### src/tpt_pkg.sv
// Constants shared by the transmit trigger block
`default_nettype none
package tpt_pkg;
   localparam int OBJ_N = 2;
   localparam int ADDR_W = 12;
   // Register map, byte addresses; second object sits one stride above the first
   localparam logic [11:0] OBJ_STRIDE = 12'h020;
   localparam logic [11:0] OFS_COUNT = 12'h000;
   localparam logic [11:0] OFS_IDENT = 12'h004;
   localparam logic [11:0] OFS_TYPE = 12'h008;
   localparam logic [11:0] OFS_HOLD = 12'h00c;
   localparam logic [11:0] OFS_PERIOD = 12'h010;
   localparam logic [11:0] OFS_STATUS = 12'h040;
   // Field layout of the identifier word
   localparam int ID_W = 11;
   localparam int RTR_BIT = 30;
   localparam int DIS_BIT = 31;
   localparam logic [10:0] ID_BASE = 11'h180;
   // Reset values
   localparam logic [7:0] ENTRY_COUNT = 8'h05;
   localparam logic [10:0] ID_RST = 11'h000;
   localparam logic [7:0] TYPE_RST = 8'hff;
   localparam logic [15:0] HOLD_RST = 16'h0000;
   localparam logic [15:0] PERIOD_RST = 16'h0064;
   // Trigger type codes
   localparam logic [7:0] TYPE_ACYC = 8'h00;
   localparam logic [7:0] TYPE_SYNC_MAX = 8'hf0;
   localparam logic [7:0] TYPE_RES_LO = 8'hf1;
   localparam logic [7:0] TYPE_RES_HI = 8'hfd;
   localparam logic [7:0] TYPE_APP = 8'hfe;
   localparam logic [7:0] TYPE_PROF = 8'hff;
   // Holdoff is kept in 100 us units, whole milliseconds only
   localparam logic [15:0] HOLD_STEP = 16'h000a;
   localparam logic [15:0] HOLD_MAX = 16'hfffa;
   // Timing
   localparam int CLK_KHZ = 40000;
   localparam int TICK_US = 100;
   localparam int TICK_CYC = CLK_KHZ * TICK_US / 1000;
   localparam int TICKS_PER_MS = 1000 / TICK_US;
   typedef enum logic [1:0] {CAUSE_NONE, CAUSE_SYNC, CAUSE_APP, CAUSE_TIMER} tpt_cause_t;
endpackage
`default_nettype wire

### src/tpt_fifo.sv
// Small synchronous FIFO with valid/ready on both sides
`timescale 1ns/1ps
`default_nettype none
module tpt_fifo #(
   parameter int WIDTH = 44,
   parameter int DEPTH = 4
) (
   input wire logic clk,
   input wire logic sys_rst,
   input wire logic in_valid,
   output logic in_ready,
   input wire logic [WIDTH-1:0] in_data,
   output logic out_valid,
   input wire logic out_ready,
   output logic [WIDTH-1:0] out_data
);
   localparam int AW = $clog2(DEPTH);
   logic [WIDTH-1:0] mem_q [DEPTH];
   logic [AW:0] wr_q;
   logic [AW:0] rd_q;
   wire do_wr = in_valid && in_ready;
   wire do_rd = out_valid && out_ready;
   // Extra pointer bit tells full from empty
   assign in_ready = !((wr_q[AW] != rd_q[AW]) && (wr_q[AW-1:0] == rd_q[AW-1:0]));
   assign out_valid = (wr_q != rd_q);
   assign out_data = mem_q[rd_q[AW-1:0]];

   always_ff @(posedge clk or posedge sys_rst) begin
      if (sys_rst) begin
         wr_q <= '0;
         rd_q <= '0;
      end else begin
         if (do_wr) wr_q <= wr_q + 1'b1;
         if (do_rd) rd_q <= rd_q + 1'b1;
      end
   end

   always_ff @(posedge clk) begin
      if (do_wr) mem_q[wr_q[AW-1:0]] <= in_data;
   end
endmodule
`default_nettype wire

### src/tpt_tpdo_trigger.sv
// Transmit object parameters and send trigger logic with APB register access
// Contract
// - Identifier word low 11 bits hold the frame ID, default base plus node number.
// - Identifier bits 11 to 29 always read zero.
// - Bit 30 reads zero and ignores writes.
// - Bit 31 set disables the object; no frames are sent then.
// - Trigger type resets to 255.
// - Holdoff sets the least gap between sends; zero means none.
// - Holdoff writes round up to whole milliseconds.
// - Period timer in ms, default 100; zero stops timer sends.
// - Types 1 to 240 send once every N sync messages.
// - Type 0 sends on sync only if the value changed since last sync.
// - Type 254 sends on an application event.
// - Type 254 with nonzero timer also sends on value change.
// - Type 254 sends are held off by the holdoff time.
// - Type 255 with nonzero timer sends at each period end.
// - Types 254 and 255 may use a 1 to 65535 ms period timer.
// - Entry count reads the number of sub-entries and is read-only.
// - After reset, timer expiry sends the measured value.
//
// Local design decisions: the placing of the registers and the APB register port.
`timescale 1ns/1ps
`default_nettype none
module tpt_tpdo_trigger #(
   parameter int TICK_CYC = tpt_pkg::TICK_CYC,
   parameter int FIFO_DEPTH = 4
) (
   input wire logic clk,
   input wire logic sys_rst,
   input wire logic psel,
   input wire logic penable,
   input wire logic pwrite,
   input wire logic [tpt_pkg::ADDR_W-1:0] paddr,
   input wire logic [31:0] pwdata,
   input wire logic [3:0] pstrb,
   output logic [31:0] prdata,
   output logic pready,
   output logic pslverr,
   input wire logic [6:0] node_id,
   input wire logic sync_pulse,
   input wire logic [tpt_pkg::OBJ_N-1:0] app_event,
   input wire logic [tpt_pkg::OBJ_N-1:0] value_changed,
   input wire logic [tpt_pkg::OBJ_N*32-1:0] sample_value,
   output logic tx_valid,
   input wire logic tx_ready,
   output logic [tpt_pkg::OBJ_N-1:0] tx_obj,
   output logic [10:0] tx_id,
   output logic [31:0] tx_data
);
   localparam int N = tpt_pkg::OBJ_N;
   localparam int FW = N + 11 + 32;

   ////////////////////////////////////////////////////////////////////////////
   // Time base: 100 us tick and 1 ms tick
   logic [12:0] pre_q;
   logic [3:0] ms_div_q;
   wire tick_w = (pre_q == 13'(TICK_CYC - 1));
   wire ms_tick_w = tick_w && (ms_div_q == 4'(tpt_pkg::TICKS_PER_MS - 1));

   always_ff @(posedge clk or posedge sys_rst) begin
      if (sys_rst) begin
         pre_q <= '0;
         ms_div_q <= '0;
      end else begin
         pre_q <= tick_w ? 13'h0000 : pre_q + 13'h0001;
         if (tick_w) ms_div_q <= (ms_div_q == 4'(tpt_pkg::TICKS_PER_MS - 1)) ? 4'h0 : ms_div_q + 4'h1;
      end
   end

   ////////////////////////////////////////////////////////////////////////////
   // APB decode; zero wait states, read data captured in the setup cycle
   wire setup_w = psel && !penable;
   wire wr_en_w = psel && penable && pwrite;
   wire in_obj_w = (paddr[11:6] == 6'h00) && (paddr[1:0] == 2'h0);
   wire obj_w = paddr[5];
   wire [4:0] sub_w = paddr[4:0];
   wire sel_count_w = in_obj_w && (sub_w == tpt_pkg::OFS_COUNT[4:0]);
   wire sel_ident_w = in_obj_w && (sub_w == tpt_pkg::OFS_IDENT[4:0]);
   wire sel_type_w = in_obj_w && (sub_w == tpt_pkg::OFS_TYPE[4:0]);
   wire sel_hold_w = in_obj_w && (sub_w == tpt_pkg::OFS_HOLD[4:0]);
   wire sel_per_w = in_obj_w && (sub_w == tpt_pkg::OFS_PERIOD[4:0]);
   wire sel_stat_w = (paddr == tpt_pkg::OFS_STATUS);
   wire mapped_w = sel_count_w || sel_ident_w || sel_type_w || sel_hold_w || sel_per_w || sel_stat_w;

   logic [31:0] ident_rd [N];
   logic [10:0] id_q [N];
   logic [N-1:0] dis_q;
   logic [N-1:0] dflt_q;
   logic [7:0] type_q [N];
   logic [15:0] hold_q [N];
   logic [15:0] per_q [N];
   logic [15:0] hcnt_q [N];
   logic [15:0] mcnt_q [N];
   logic [7:0] scnt_q [N];
   logic [N-1:0] chg_q;
   logic [N-1:0] pend_q;
   logic [N-1:0] fire_w;
   logic [N-1:0] rdy_w;
   logic [N-1:0] push_w;
   logic [N-1:0] hact_w;
   logic [N-1:0] sync_fire_w;
   logic [31:0] prdata_q;
   tpt_pkg::tpt_cause_t cause_q;
   logic fifo_in_ready;

   // Status: [1:0] holdoff active, [3:2] pending, [4] queue full, [6:5] last cause
   wire [31:0] status_w = {25'h0, cause_q, !fifo_in_ready, pend_q, hact_w};
   wire [31:0] sel_rd_w = sel_count_w ? {24'h000000, tpt_pkg::ENTRY_COUNT} :
                          sel_ident_w ? ident_rd[obj_w] :
                          sel_type_w ? {24'h000000, type_q[obj_w]} :
                          sel_hold_w ? {16'h0000, hold_q[obj_w]} :
                          sel_per_w ? {16'h0000, per_q[obj_w]} :
                          sel_stat_w ? status_w : 32'h00000000;
   wire [31:0] mask_w = {{8{pstrb[3]}}, {8{pstrb[2]}}, {8{pstrb[1]}}, {8{pstrb[0]}}};
   wire [31:0] merged_w = (sel_rd_w & ~mask_w) | (pwdata & mask_w);

   // Round up to whole ms; clamp so the rounding cannot leave 16 bits
   wire [16:0] hold_up_w = {1'b0, merged_w[15:0]} + {1'b0, tpt_pkg::HOLD_STEP - 16'h0001};
   wire [16:0] hold_rnd_w = (hold_up_w / {1'b0, tpt_pkg::HOLD_STEP}) * {1'b0, tpt_pkg::HOLD_STEP};
   wire [15:0] hold_wr_w = (merged_w[15:0] > tpt_pkg::HOLD_MAX) ? tpt_pkg::HOLD_MAX : hold_rnd_w[15:0];
   wire type_ok_w = !((merged_w[7:0] >= tpt_pkg::TYPE_RES_LO) && (merged_w[7:0] <= tpt_pkg::TYPE_RES_HI));

   assign prdata = prdata_q;
   assign pready = 1'b1;
   assign pslverr = psel && penable && !mapped_w;

   always_ff @(posedge clk or posedge sys_rst) begin
      if (sys_rst) prdata_q <= 32'h00000000;
      else if (setup_w && !pwrite) prdata_q <= sel_rd_w;
   end

   ////////////////////////////////////////////////////////////////////////////
   // Per-object registers and triggers
   for (genvar i = 0; i < N; i++) begin : g_obj
      wire wr_obj_w = wr_en_w && (obj_w == 1'(i));
      wire [7:0] typ_w = type_q[i];
      wire is_cyc_w = (typ_w != tpt_pkg::TYPE_ACYC) && (typ_w <= tpt_pkg::TYPE_SYNC_MAX);
      wire is_app_w = (typ_w == tpt_pkg::TYPE_APP);
      wire is_prof_w = (typ_w == tpt_pkg::TYPE_PROF);
      wire per_on_w = (per_q[i] != 16'h0000);
      wire per_end_w = ms_tick_w && per_on_w && ({1'b0, mcnt_q[i]} + 17'h00001 >= {1'b0, per_q[i]});
      wire sync_hit_w = (scnt_q[i] + 8'h01 == typ_w);
      wire [10:0] id_eff_w = dflt_q[i] ? tpt_pkg::ID_BASE + {4'h0, node_id} : id_q[i];
      // Reserved ID bits and the remote-request bit are constant zero
      assign ident_rd[i] = {dis_q[i], 1'b0, 19'h00000, id_eff_w};
      assign sync_fire_w[i] = sync_pulse && (((typ_w == tpt_pkg::TYPE_ACYC) && (chg_q[i] || value_changed[i]))
                              || (is_cyc_w && sync_hit_w));
      assign fire_w[i] = !dis_q[i] && (sync_fire_w[i]
                         || (is_app_w && app_event[i])
                         || (is_app_w && per_on_w && value_changed[i])
                         || ((is_app_w || is_prof_w) && per_end_w));
      assign hact_w[i] = (hcnt_q[i] != 16'h0000);
      assign rdy_w[i] = pend_q[i] && !hact_w[i] && !dis_q[i];

      always_ff @(posedge clk or posedge sys_rst) begin
         if (sys_rst) begin
            id_q[i] <= tpt_pkg::ID_RST;
            dis_q[i] <= 1'b0;
            dflt_q[i] <= 1'b1;
            type_q[i] <= tpt_pkg::TYPE_RST;
            hold_q[i] <= tpt_pkg::HOLD_RST;
            per_q[i] <= tpt_pkg::PERIOD_RST;
         end else if (wr_obj_w) begin
            if (sel_ident_w) begin
               id_q[i] <= merged_w[tpt_pkg::ID_W-1:0];
               dis_q[i] <= merged_w[tpt_pkg::DIS_BIT];
               dflt_q[i] <= 1'b0;
            end
            if (sel_type_w && type_ok_w) type_q[i] <= merged_w[7:0];
            if (sel_hold_w) hold_q[i] <= hold_wr_w;
            if (sel_per_w) per_q[i] <= merged_w[15:0];
         end
      end

      always_ff @(posedge clk or posedge sys_rst) begin
         if (sys_rst) begin
            scnt_q[i] <= 8'h00;
            chg_q[i] <= 1'b0;
            mcnt_q[i] <= 16'h0000;
         end else begin
            // A change in the same cycle as the sync is kept for the next one
            chg_q[i] <= value_changed[i] || (chg_q[i] && !sync_pulse);
            if (wr_obj_w && sel_type_w) scnt_q[i] <= 8'h00;
            else if (sync_pulse && is_cyc_w) scnt_q[i] <= sync_hit_w ? 8'h00 : scnt_q[i] + 8'h01;
            if (!per_on_w) mcnt_q[i] <= 16'h0000;
            else if (ms_tick_w) mcnt_q[i] <= per_end_w ? 16'h0000 : mcnt_q[i] + 16'h0001;
         end
      end

      always_ff @(posedge clk or posedge sys_rst) begin
         if (sys_rst) begin
            pend_q[i] <= 1'b0;
            hcnt_q[i] <= 16'h0000;
         end else begin
            // New trigger wins over the clear by a push; disable drops it
            pend_q[i] <= !dis_q[i] && (fire_w[i] || (pend_q[i] && !push_w[i]));
            if (push_w[i]) hcnt_q[i] <= hold_q[i];
            else if (tick_w && hact_w[i]) hcnt_q[i] <= hcnt_q[i] - 16'h0001;
         end
      end
   end

   ////////////////////////////////////////////////////////////////////////////
   // Fixed priority to the lower object; one frame queued per cycle
   wire [N-1:0] grant_w = rdy_w & ~(rdy_w - 2'b01);
   assign push_w = grant_w & {N{fifo_in_ready}};
   wire gsel_w = grant_w[1];
   wire [FW-1:0] fin_w = {grant_w, id_eff_sel(gsel_w), sample_value[gsel_w*32 +: 32]};
   wire [FW-1:0] fout_w;

   function automatic logic [10:0] id_eff_sel(input logic s);
      id_eff_sel = ident_rd[s][10:0];
   endfunction

   always_ff @(posedge clk or posedge sys_rst) begin
      if (sys_rst) cause_q <= tpt_pkg::CAUSE_NONE;
      else if (|fire_w) begin
         cause_q <= (|sync_fire_w) ? tpt_pkg::CAUSE_SYNC :
                    ((|(app_event & ~dis_q)) ? tpt_pkg::CAUSE_APP : tpt_pkg::CAUSE_TIMER);
      end
   end

   // Holding back here is what lets a slow transmitter fill the queue
   tpt_fifo #(.WIDTH(FW), .DEPTH(FIFO_DEPTH)) u_fifo (
      .clk(clk),
      .sys_rst(sys_rst),
      .in_valid(|rdy_w),
      .in_ready(fifo_in_ready),
      .in_data(fin_w),
      .out_valid(tx_valid),
      .out_ready(tx_ready),
      .out_data(fout_w)
   );
   assign tx_obj = fout_w[FW-1 -: N];
   assign tx_id = fout_w[42:32];
   assign tx_data = fout_w[31:0];

   function automatic logic is_prof_w0();
      is_prof_w0 = (type_q[0] == tpt_pkg::TYPE_PROF);
   endfunction
endmodule
`default_nettype wire

### config.mk
export PLATFORM = sky130hd
export DESIGN_NAME = tpt_tpdo_trigger
export DESIGN_NICKNAME = d
export VERILOG_FILES = /design/src/tpt_pkg.sv /design/src/tpt_fifo.sv /design/src/tpt_tpdo_trigger.sv
export SDC_FILE = /design/constraint.sdc
export NUM_CORES = 1
export LEC_CHECK = 0
export BUFFER_PORTS_ARGS = -buffer_cell sky130_fd_sc_hd__buf_2
export CAP_MARGIN = 20
export CORE_UTILIZATION = 35
export DETAILED_ROUTE_END_ITERATION = 16
export HOLD_SLACK_MARGIN = 0.1
export MAX_ROUTING_LAYER = met4
export PLACE_DENSITY = 0.51
export SLEW_MARGIN = 10
export SYNTH_ARGS = -nofsm -noshare
export SYNTH_HDL_FRONTEND = slang
export SYNTH_SLANG_ARGS = --single-unit
### constraint.sdc
create_clock -name clk -period 9.6 [get_ports clk]
set_input_delay 0.48 -clock clk [delete_from_list [all_inputs] [get_ports clk]]
set_output_delay 0.48 -clock clk [all_outputs]
set_load 0.01 [all_outputs]
Word-level counts from Yosys, hierarchy flattened
Memory sizes are Yosys's and may differ from the RTL's. Index checks and enable logic that the tools add are counted.

$lt $le $gt $ge: 9. Add/subtract/negate cells: 15. Eq/ne operators: 18. Mux-type cells: 46. Shift operators: 1. $mul: 1. Bitwise operators: 12. Div/mod/pow operators: 1. Reductions and logical operators: 117.

Operators by type and width (count): 16-bit 2-to-1 mux (20); 32-bit 2-to-1 mux (5); 8-bit 2-to-1 mux (9); 32-bit AND (2); 16-bit nonzero test (4); 64-bit by 7-bit variable part select with 32-bit output (1); 1-bit logical AND (57); 11-bit 2-to-1 mux (5); 16-bit by 1-bit adder with 17-bit output (second input constant) (2); 17-bit by 16-bit greater-or-equal comparator with 1-bit output (2); 16-bit by 1-bit adder with 16-bit output (second input constant) (2); 8-bit == test (second input constant) (4); 32-bit NOT (1); 32-bit bitwise OR (1); 16-bit by 1-bit subtractor with 16-bit output (second input constant) (2); 8-bit <= comparator (second input constant) (3); 1-bit logical OR (21); 16-bit by 4-bit adder with 17-bit output (second input constant) (1); 17-bit by 4-bit divider with 17-bit output (second input constant) (1); 17-bit by 3-bit multiplier with 15-bit output (second input constant) (1); 8-bit by 1-bit adder with 8-bit output (second input constant) (2); 8-bit == test (2); 16-bit greater-than comparator (second input constant) (1); 8-bit zero test (2); other kinds (34) (69).

Bits in latches: 0. Input port bits: 130. Memories: 1. Bits in registers: 247. RAM bits: 180. Word-level logic and storage cells: 249. Memory bits (read-only): 0.

Memories: u_fifo.mem_q (depth 4, width 45, read ports 1, clocked after Yosys merged registers in 0, wr ports 1, RTL line tpt_fifo.sv:18) `logic [WIDTH-1:0] mem_q [DEPTH];`.

Depth between registers and ports, before layout
Gate-level depths: netlist (run 1).

Word-level depth: 16. Mapped depth: 48. Mapped depth without buffers: 42.

Hierarchy
Synthesis (run 1) repeated with hierarchy kept, for this count alone.

Cell total of the unflattened synthesis: 2290. Area, all modules: 23706.5 µm².

By module, submodules not included: tpt_tpdo_trigger (cells an instance 2007, instances 1, seq. area each 5635.4 µm², area each 16746.1 µm²); tpt_fifo (cells an instance 283, instances 1, seq. area each 5555.3 µm², area each 6960.4 µm²).

Worst setup path after synthesis (run 1)
Ideal clock, no wire load.

Path kind: input port to flip-flop. From: input port paddr[7] in the netlist's numbering. To: register hold_q[15] in the netlist's numbering. Path buffers: 4. Arrival time: 9.166 ns. Cell stages on the path: 43. Setup slack: 0.292 ns. Required time: 9.458 ns. Cells stage by stage: or4_1 -> buf_2 -> nor2_2 -> o211ai_1 -> a22oi_1 -> mux2i_1 -> inv_1 -> ha_1 -> o21ai_1 -> a2111oi_0 -> mux2i_1 -> nand2_1 -> and3_1 -> or3_1 -> buf_4 -> mux2_1 -> o221a_1 -> o2bb2a_2 -> [... 7 more ...] -> a21oi_1 -> o221a_1 -> a21o_1 -> ha_1 -> ha_1 -> a21o_1 -> a21oi_1 -> o21bai_1 -> a21oi_1 -> o21bai_1 -> a21oi_1 -> o21bai_1 -> a21oi_1 -> o21bai_1 -> a21oi_1 -> xnor2_1 -> xnor2_1 -> a31oi_1.

Word-level cells in the longest chain between the ends: 14.

RTL lines: start: declaration (RTL line tpt_tpdo_trigger.sv:33) `input wire logic [tpt_pkg::ADDR_W-1:0] paddr,`; parallel branches: the longest is 7 deep, another holds 32-bit 2-to-1 mux; 32-bit 2-to-1 mux * (RTL line tpt_tpdo_trigger.sv:108) `wire [31:0] sel_rd_w = sel_count_w ? {24'h000000, tpt_pkg::ENTRY_COUNT} :`; 32-bit AND * (RTL line tpt_tpdo_trigger.sv:115) `wire [31:0] merged_w = (sel_rd_w & ~mask_w) | (pwdata & mask_w);`; 32-bit bitwise OR * (RTL line tpt_tpdo_trigger.sv:115); named net merged_w[1] (RTL line tpt_tpdo_trigger.sv:115); 16-bit by 4-bit adder with 17-bit output (RTL line tpt_tpdo_trigger.sv:118) `wire [16:0] hold_up_w = {1'b0, merged_w[15:0]} + {1'b0, tpt_pkg::HOLD_STEP - 16'h0001};`; 17-bit by 4-bit divider with 17-bit output (RTL line tpt_tpdo_trigger.sv:119) `wire [16:0] hold_rnd_w = (hold_up_w / {1'b0, tpt_pkg::HOLD_STEP}) * {1'b0, tpt_pkg::HOLD_STEP};`; 17-bit by 3-bit multiplier with 15-bit output (RTL line tpt_tpdo_trigger.sv:119); 16-bit 2-to-1 mux * (RTL line tpt_tpdo_trigger.sv:120) `wire [15:0] hold_wr_w = (merged_w[15:0] > tpt_pkg::HOLD_MAX) ? tpt_pkg::HOLD_MAX : hold_rnd_w[15:0];`; end signal: indexed assignment (RTL line tpt_tpdo_trigger.sv:161) `hold_q[i] <= tpt_pkg::HOLD_RST;`; end signal: indexed assignment (RTL line tpt_tpdo_trigger.sv:170) `if (sel_hold_w) hold_q[i] <= hold_wr_w;`; end: declaration (RTL line tpt_tpdo_trigger.sv:90) `logic [15:0] hold_q [N];`.

Mark *: on every way through the listed nets, which the timed path passes. A chain may end at the register's enable or synchronous reset.

Worst setup path after layout (run 1)
From: register hcnt_q[4] in the netlist's numbering. To: register hold_q[15] in the netlist's numbering.

Word-level cells in the longest chain between the ends: 13.

RTL lines: start: declaration (RTL line tpt_tpdo_trigger.sv:92) `logic [15:0] hcnt_q [N];`; start signal: indexed assignment (RTL line tpt_tpdo_trigger.sv:197) `if (push_w[i]) hcnt_q[i] <= hold_q[i];`; start signal: indexed assignment (RTL line tpt_tpdo_trigger.sv:198) `else if (tick_w && hact_w[i]) hcnt_q[i] <= hcnt_q[i] - 16'h0001;`; 16-bit nonzero test * (RTL line tpt_tpdo_trigger.sv:152) `assign hact_w[i] = (hcnt_q[i] != 16'h0000);`; 7-bit 2-to-1 mux * (RTL line tpt_tpdo_trigger.sv:113) `sel_stat_w ? status_w : 32'h00000000;`; 16-bit 2-to-1 mux * (RTL line tpt_tpdo_trigger.sv:112) `sel_per_w ? {16'h0000, per_q[obj_w]} :`; 16-bit 2-to-1 mux * (RTL line tpt_tpdo_trigger.sv:111) `sel_hold_w ? {16'h0000, hold_q[obj_w]} :`; 16-bit 2-to-1 mux * (RTL line tpt_tpdo_trigger.sv:110) `sel_type_w ? {24'h000000, type_q[obj_w]} :`; 32-bit 2-to-1 mux * (RTL line tpt_tpdo_trigger.sv:109) `sel_ident_w ? ident_rd[obj_w] :`; 32-bit 2-to-1 mux * (RTL line tpt_tpdo_trigger.sv:108); 32-bit AND * (RTL line tpt_tpdo_trigger.sv:115); 32-bit bitwise OR * (RTL line tpt_tpdo_trigger.sv:115); named net merged_w[1] (RTL line tpt_tpdo_trigger.sv:115); 16-bit by 4-bit adder with 17-bit output (RTL line tpt_tpdo_trigger.sv:118); 17-bit by 4-bit divider with 17-bit output (RTL line tpt_tpdo_trigger.sv:119); 17-bit by 3-bit multiplier with 15-bit output (RTL line tpt_tpdo_trigger.sv:119); 16-bit 2-to-1 mux * (RTL line tpt_tpdo_trigger.sv:120).

Mark *: on every way through the listed nets, which the timed path passes. The rest lies on a longest branch.

==> qor.yml, run 1 <==
global_routing:
  grt_max_degree: 98
  grt_pass1_wl_um: 105000
  grt_usage: 0.208
  antenna_found_initial: 8
  overflow: 0
  first_global_vias: 18091
finish:
  stdcell_count: 3412
  fin_area_um2: 27600
  final_cell_mix: "nand2_1 (271), dfrtp_1 (204), edfxtp_1 (180), buf_2 (177), buf_4 (173)"
  final_common_cell: "nand2_1"
  drive_gt1_frac: 0.245
  seqCellArea_um2: 11200
  multi_input_area_um2: 11300
  area_growth_pct: 20.0
  finalNetCount: 2716
  fillers: 6291
timing:
  maxSlewHeadroom: 0.275
  max_slew.worst_pin.slew_ns: 1.08
  period_share: 0.944
  final.min_clock_period_ns: 9.06
  final_max_slew_viol_count: 0
  hold_ws_ns: 0.193
  max_freq_mhz: 110
  setup_ws_ns: 0.535
  finalSetupViolations: 0
  hold_violations: 0
  skew_ns: 0.0165
floorplanning:
  rows: 93
  core_area_um2: 64700
  fp.dieW_um: 258
  die_h_um: 258
  start_util: 0.356
  ioPinCount: 210
  die_area_um2: 66800
critical_path:
  cp_top_family: "compound AO/OA/AOI/OAI gates"
  rr_endpoint: "hold_q[15]"
  path_max_fanout: 9
  cp-end-kind: "flip-flop"
  path_buf_inv: 3
  cp_slowest_cell: "or4_4"
  worst-setup-path-type: "flip-flop to flip-flop"
  reg2reg_setup_slack_ns: 0.54
  worstRegToRegCells: 42
  crit_start: "hcnt_q[4]"
  crit_path_start_kind: "flip-flop"
  cp_data_required_time_ns: 10.06
  r2r_start: "hcnt_q[4]"
  slowest_delay_ns: 0.54
  arrival_ns: 9.53
logic_synthesis:
  synth-seq-area-share: 0.486
  synth_async_sr_flop_share: 0.561
  ys_seq_elements: 410
  postSynthAreaPerCell_um2: 10.5
  ys_warn_count: 0
  synth.cell_area_um2: 23000
  post_synth_num_cell_types: 99
  synthCells: 2200
  synth_edf_count: 180
  ys.flop_type: "dfrtp_1"
routing:
  vias: 18180
  drtPass1Iterations: 5
  drtAntennaViolNets: 0
  drc: 0
  route.detailed.wl_per_inst_um: 19.9
  wl_um: 67800
  drt_iter0_drc: 1289
  via_per_inst: 5.33
status:
  status: "complete, no violations"
hold_path:
  min_path_cells: 3
  hold_path.class: "input pin to flip-flop"
  holdPathEnd: "u_fifo.rd_q[2]"
  min_from: "tx_ready"
clock_tree:
  htreeDepth: 2
  cts_tree: "built"
  clkTransAtPathRegs_ns: 0.06
  clockBufferDepth: 3
  cts_buffers: 48
  cts_sinks: 410
  worstSkewPairLatency_ns: 0.61
  cts-root-buf: "clkbuf_16"
power_and_ir_drop:
  power.share.clock: 0.270
  pwr-share-comb: 0.350
  power.density_nw_per_um2: 242
  power_mw: 6.70
  switchingPower_mw: 2.26
  switching_share: 0.338
  seq_power_share: 0.380
  power_leakage_nw: 11.7
  p_int_mw: 4.44
  vdd_drop_max_mv: 0.155
placement:
  placed_cells: 3307
  dpl-instance-area_um2: 25800
  routabilityCongestion: 0.917
  dpl.hpwl_um: 49000
  pre_cts_slack_ns: -0.154
  io_buffers: 177
run:
  cap_violations: 0
[cell type report]
| type | instances | area share |
|---|---|---|
| multi-input combinational | 1623 | 0.408 |
| clock inverter | 18 | 0.00661 |
| inverter | 75 | 0.0105 |
| antenna | 6 | 0.000544 |
| clock buffer | 71 | 0.0496 |
| tap | 855 | 0.0387 |
| timing repair buffer | 354 | 0.0809 |
| sequential | 410 | 0.406 |
[flip-flops by register name, summed over array words and instances, names as in the netlist, 13 cells and up]
name          count
prdata           17
hcnt_q           32
g_obj.typ_w      16
hold_q           30
pre_q            13
u_fifo.mem_q    180
scnt_q           16
per_q            32
mcnt_q           32
id_q             22
[power by group through the flow]
stage	sequential, mW	clock (mW)	combinational (mW)
2_1_floorplan	2.55	0	1.44
4_1_cts	2.55	1.87	2.37
3_5_place_dp	2.58	0	2.35
3_3_place_gp	2.55	0	2.33
6_report	2.54	1.81	2.35
5_1_grt	2.58	1.93	2.58
[how the worst max path moves through the flow]
stage                       endpoint  depth (start not counted)
after global placement    hold_q[15]                         44
after global routing      hold_q[15]                         43
after floorplan           hold_q[15]                         43
final                     hold_q[15]                         42
after detailed placement  hold_q[15]                         45
after CTS                 hold_q[15]                         43
[tightest hold or removal path: stages]
cell and delay, ns:
buf_2 0.11, nand3_1 0.09, xnor2_1 0.07
[routing by layer]
metal,up-vias,part of all wire,GRT usage
li1,8699,-,-
met1,8919,0.46,0.275
met3,103,0.050,0.0305
met2,459,0.47,0.329
met5,-,0,-
met4,0,0.028,0.0672
[cells in the mapped netlist, drive strengths merged, types with 21 or more instances]
cell | number | area share
a21oi | 91 | 0.020
and3 | 25 | 0.0068
buf | 50 | 0.013
clkbuf | 57 | 0.0093
dfrtp | 206 | 0.22
dfstp | 24 | 0.027
edfxtp | 180 | 0.23
ha | 73 | 0.040
inv | 74 | 0.012
mux2 | 58 | 0.028
mux2i | 55 | 0.024
mux4 | 48 | 0.047
nand2 | 272 | 0.044
nand2b | 43 | 0.012
nand3 | 69 | 0.015
nand4 | 44 | 0.012
nor2 | 166 | 0.027
nor3 | 76 | 0.018
nor4 | 30 | 0.0090
o21ai | 168 | 0.037
or3 | 21 | 0.0059
xnor2 | 64 | 0.024
xor2 | 51 | 0.019
[repair_timing]
item,in CTS,in global routing
endpoints found under the setup margin,0,14
hold buffers,3,0
gates resized for setup,0,37
endpoints found under the hold margin,84,0
setup buffers,0,5
[cells by family after synthesis]
kind of cell,synth area share
XOR/XNOR,0.0438
adder cells (fa/ha/maj),0.0414
flip-flops,0.486
other,0.000326
AND/OR/NAND/NOR,0.172
AO/OA/AOI/OAI,0.122
buffers and inverters,0.0350
multiplexers,0.0993
[metrics by stage]
step	setup TNS, ns	util
floorplan	0	-
global placement	-0.104	0.399
detailed placement	-0.611	0.399
CTS	0	0.423
global route	-0.125	0.427
finish	0	0.427
No activity file was read; power rests on OpenSTA's default activity.
==> inputs of run 2 (changes only) <==
Settings changed: ABC_AREA set to 1.
==> run 2 against run 1 <==
Compared with the run above:
- total power is 7.5% higher
- synthesized cell count up 25%
- largest power group is now combinational logic
- largest cell class is now sequential cells
- global-route usage is 0.20 points lower
- sequential cell count unchanged
- die area is 0.86% higher
- count of clock-buffer cells in the layout grew 6
- clock power barely moved
- utilization down 0.25 points
==> qor.yml, run 2 <==
logic_synthesis:
  postSynthAreaPerCell_um2: 8.42
  ys_seq_elements: 410
  synthSimpleGateAreaFrac: 0.238
  ys_warn_count: 0
  post_synth_num_cell_types: 61
  synthTopCellsByArea: "edfxtp_1 (23%), dfrtp_1 (22%), nand2_1 (10%), o21ai_0 (6.1%), inv_1 (4.8%)"
  synth_compound_area_frac: 0.126
  synth-seq-area-share: 0.482
  ys.flop_type: "dfrtp_1"
  yosysTopAreaCellShare: 0.233
  synthCells: 2756
  synth_top_family_by_area: "simple AND/OR/NAND/NOR gates"
  synth_top_area_cell: "edfxtp_1"
  synth_common_cells: "nand2_1 (643), inv_1 (294), o21ai_0 (284)"
  synth_edf_count: 180
  synth_xor_area_frac: 0.0328
  synth_fa_ha_area_frac: 0.0402
  synthMuxAreaShare: 0.00367
  synth.cell_area_um2: 23200
  synth_most_common_cell: "nand2_1"
  synth_async_sr_flop_share: 0.561
hold_path:
  hold_path.class: "input pin to flip-flop"
  min_path_cells: 3
  holdPathEnd: "chg_q[0]"
  min_from: "value_changed[0]"
critical_path:
  slowest_delay_ns: 0.45
  cp_data_required_time_ns: 10.07
  crit_path_start_kind: "flip-flop"
  worst-setup-path-type: "flip-flop to flip-flop"
  cp_slowest_cell: "dfrtp_1"
  cp-end-kind: "flip-flop"
  reg2reg_setup_slack_ns: 0.64
  arrival_ns: 9.43
  worstRegToRegCells: 86
  rr_endpoint: "hold_q[14]"
  path_max_fanout: 5
  cpMostUsedCell: "nand2_4"
  r2r_start: "hcnt_q[20]"
clock_tree:
  cts_sinks: 410
  worstSkewPairLatency_ns: 0.60
  cts_tree: "built"
  clockBufferDepth: 3
  cts-root-buf: "clkbuf_16"
  clkTransAtPathRegs_ns: 0.06
  htreeDepth: 2
  cts_buffers: 48
floorplanning:
  start_util: 0.353
  ioPinCount: 210
  rows: 94
  die_h_um: 260
  die_area_um2: 67400
  fp.dieW_um: 260
  core_area_um2: 65700
timing:
  maxSlewHeadroom: 0.260
  max_slew.worst_pin.slew_ns: 1.11
  hold_violations: 0
  period_share: 0.933
  skew_ns: 0.0207
  setup_tns_ns: 0
  finalSetupViolations: 0
  max_freq_mhz: 112
  final.min_clock_period_ns: 8.96
  final_max_slew_viol_count: 0
  hold_ws_ns: 0.122
power_and_ir_drop:
  power.density_nw_per_um2: 258
  power_leakage_nw: 12.5
  vdd_drop_max_mv: 0.266
  power_mw: 7.20
finish:
  fin_util: 0.424
  seqCellArea_um2: 11200
  area_growth_pct: 20.2
  n_antenna_cell: 0
  multi_input_area_um2: 10800
  final_cell_mix: "nand2_1 (614), inv_1 (284), o21ai_0 (271), nor2_1 (219), dfrtp_1 (203)"
  drive_gt1_frac: 0.211
  fillers: 6473
  largest_reg_flops: 180
  finalNetCount: 3236
  final_common_cell: "nand2_1"
  fin_area_um2: 27900
routing:
  drtPass1Iterations: 6
  drtAntennaViolNets: 0
  vias: 19888
  drt_iter0_drc: 1241
  route.detailed.wl_per_inst_um: 17.4
  wl_um: 68400
  via_per_inst: 5.05
  drc: 0
global_routing:
  overflow: 0
  grt_max_degree: 96
  grt_usage: 0.206
  grt_pass1_wl_um: 106000
  antenna_found_initial: 3
  first_global_vias: 19117
status:
  status: "complete, no violations"
run:
  cap_violations: 0
placement:
  dpl.hpwl_um: 49000
  routabilityCongestion: 0.926
  io_buffers: 177
  dpl-instance-area_um2: 25500
## run 2: changes by cell type in the layout (fill, tap and decap cells not counted), sizes merged, moves of 31 or more
cell,delta
o22ai,+56
nor3,-31
mux2i,-51
xnor2,-46
nand2,+427
nand2b,-43
buf,-38
o21ai,+134
nand3,+99
inv,+248
nor2,+86
mux2,-54
a21oi,-32
mux4,-48
## run 2: area by class of cell
| class | count | area share |
|---|---|---|
| flip-flops and latches | 410 | 0.401 |
| multi-input cells | 1933 | 0.388 |
| repair buffers | 314 | 0.0715 |
| clock buffers | 77 | 0.0506 |
| inverters | 325 | 0.0440 |
| well taps | 864 | 0.0387 |
| clock inverters | 13 | 0.00552 |
## run 2: critical path, delay by kind of cell (launching register included)
kind	cells	cell delay [ns]
simple gates	66	5.95
flops	1	0.45
compound gates	8	1.05
buf+inv	8	0.55
fa+ha+maj	4	0.83
## run 2: layer usage
layer  track usage  up-vias  part of all wire
met1         0.274     9489              0.45
met4        0.0567        0             0.027
met3        0.0232      107             0.050
li1              -     9777                 -
met5             -        -                 0
met2         0.332      515              0.47
## run 2: power by group
part	switching (mW)	internal, mW	leakage [nW]
Sequential	0.0177	1.85	4.28
Clock	0.768	1.05	0.762
Combinational	2.00	1.52	7.46
## run 2: worst max path at each step
stage	slack (ns)	start	end	depth (start not counted)
floorplan	0.83	paddr[9]	hold_q[30]	93
global placement	0.03	paddr[1]	hold_q[30]	93
detailed placement	-0.17	paddr[1]	hold_q[14]	86
CTS	0.12	hcnt_q[16]	hold_q[14]	90
global route	-0.1	dflt_q[1]	hold_q[31]	87
finish	0.64	hcnt_q[20]	hold_q[14]	86
## run 2: through the flow
step	instances	setup WS [ns]
after CTS	3899	0.116
final	3936	0.642
after global placement	3805	0.0327
after floorplan	2770	0.825
after global routing	3936	-0.0988
after detailed placement	3805	-0.165
## run 2: repair_timing
| item | in CTS | in global routing |
|---|---|---|
| buffers inserted | 3 | 37 |
| resized for setup | 0 | 154 |
| pin swaps | 0 | 69 |
| hold buffers | 1 | 0 |
| setup endpoints to repair | 2 | 15 |
| endpoints found under the hold margin | 91 | 0 |
## run 2: cell families after synthesis
| logic type | count (synthesis) |
|---|---|
| AND/OR/NAND/NOR | 1243 |
| AO/OA/AOI/OAI | 506 |
| buffers and inverters | 427 |
| flip-flops | 410 |
| XOR/XNOR | 86 |
| adder cells (fa/ha/maj) | 74 |
| multiplexers | 8 |
| other | 2 |
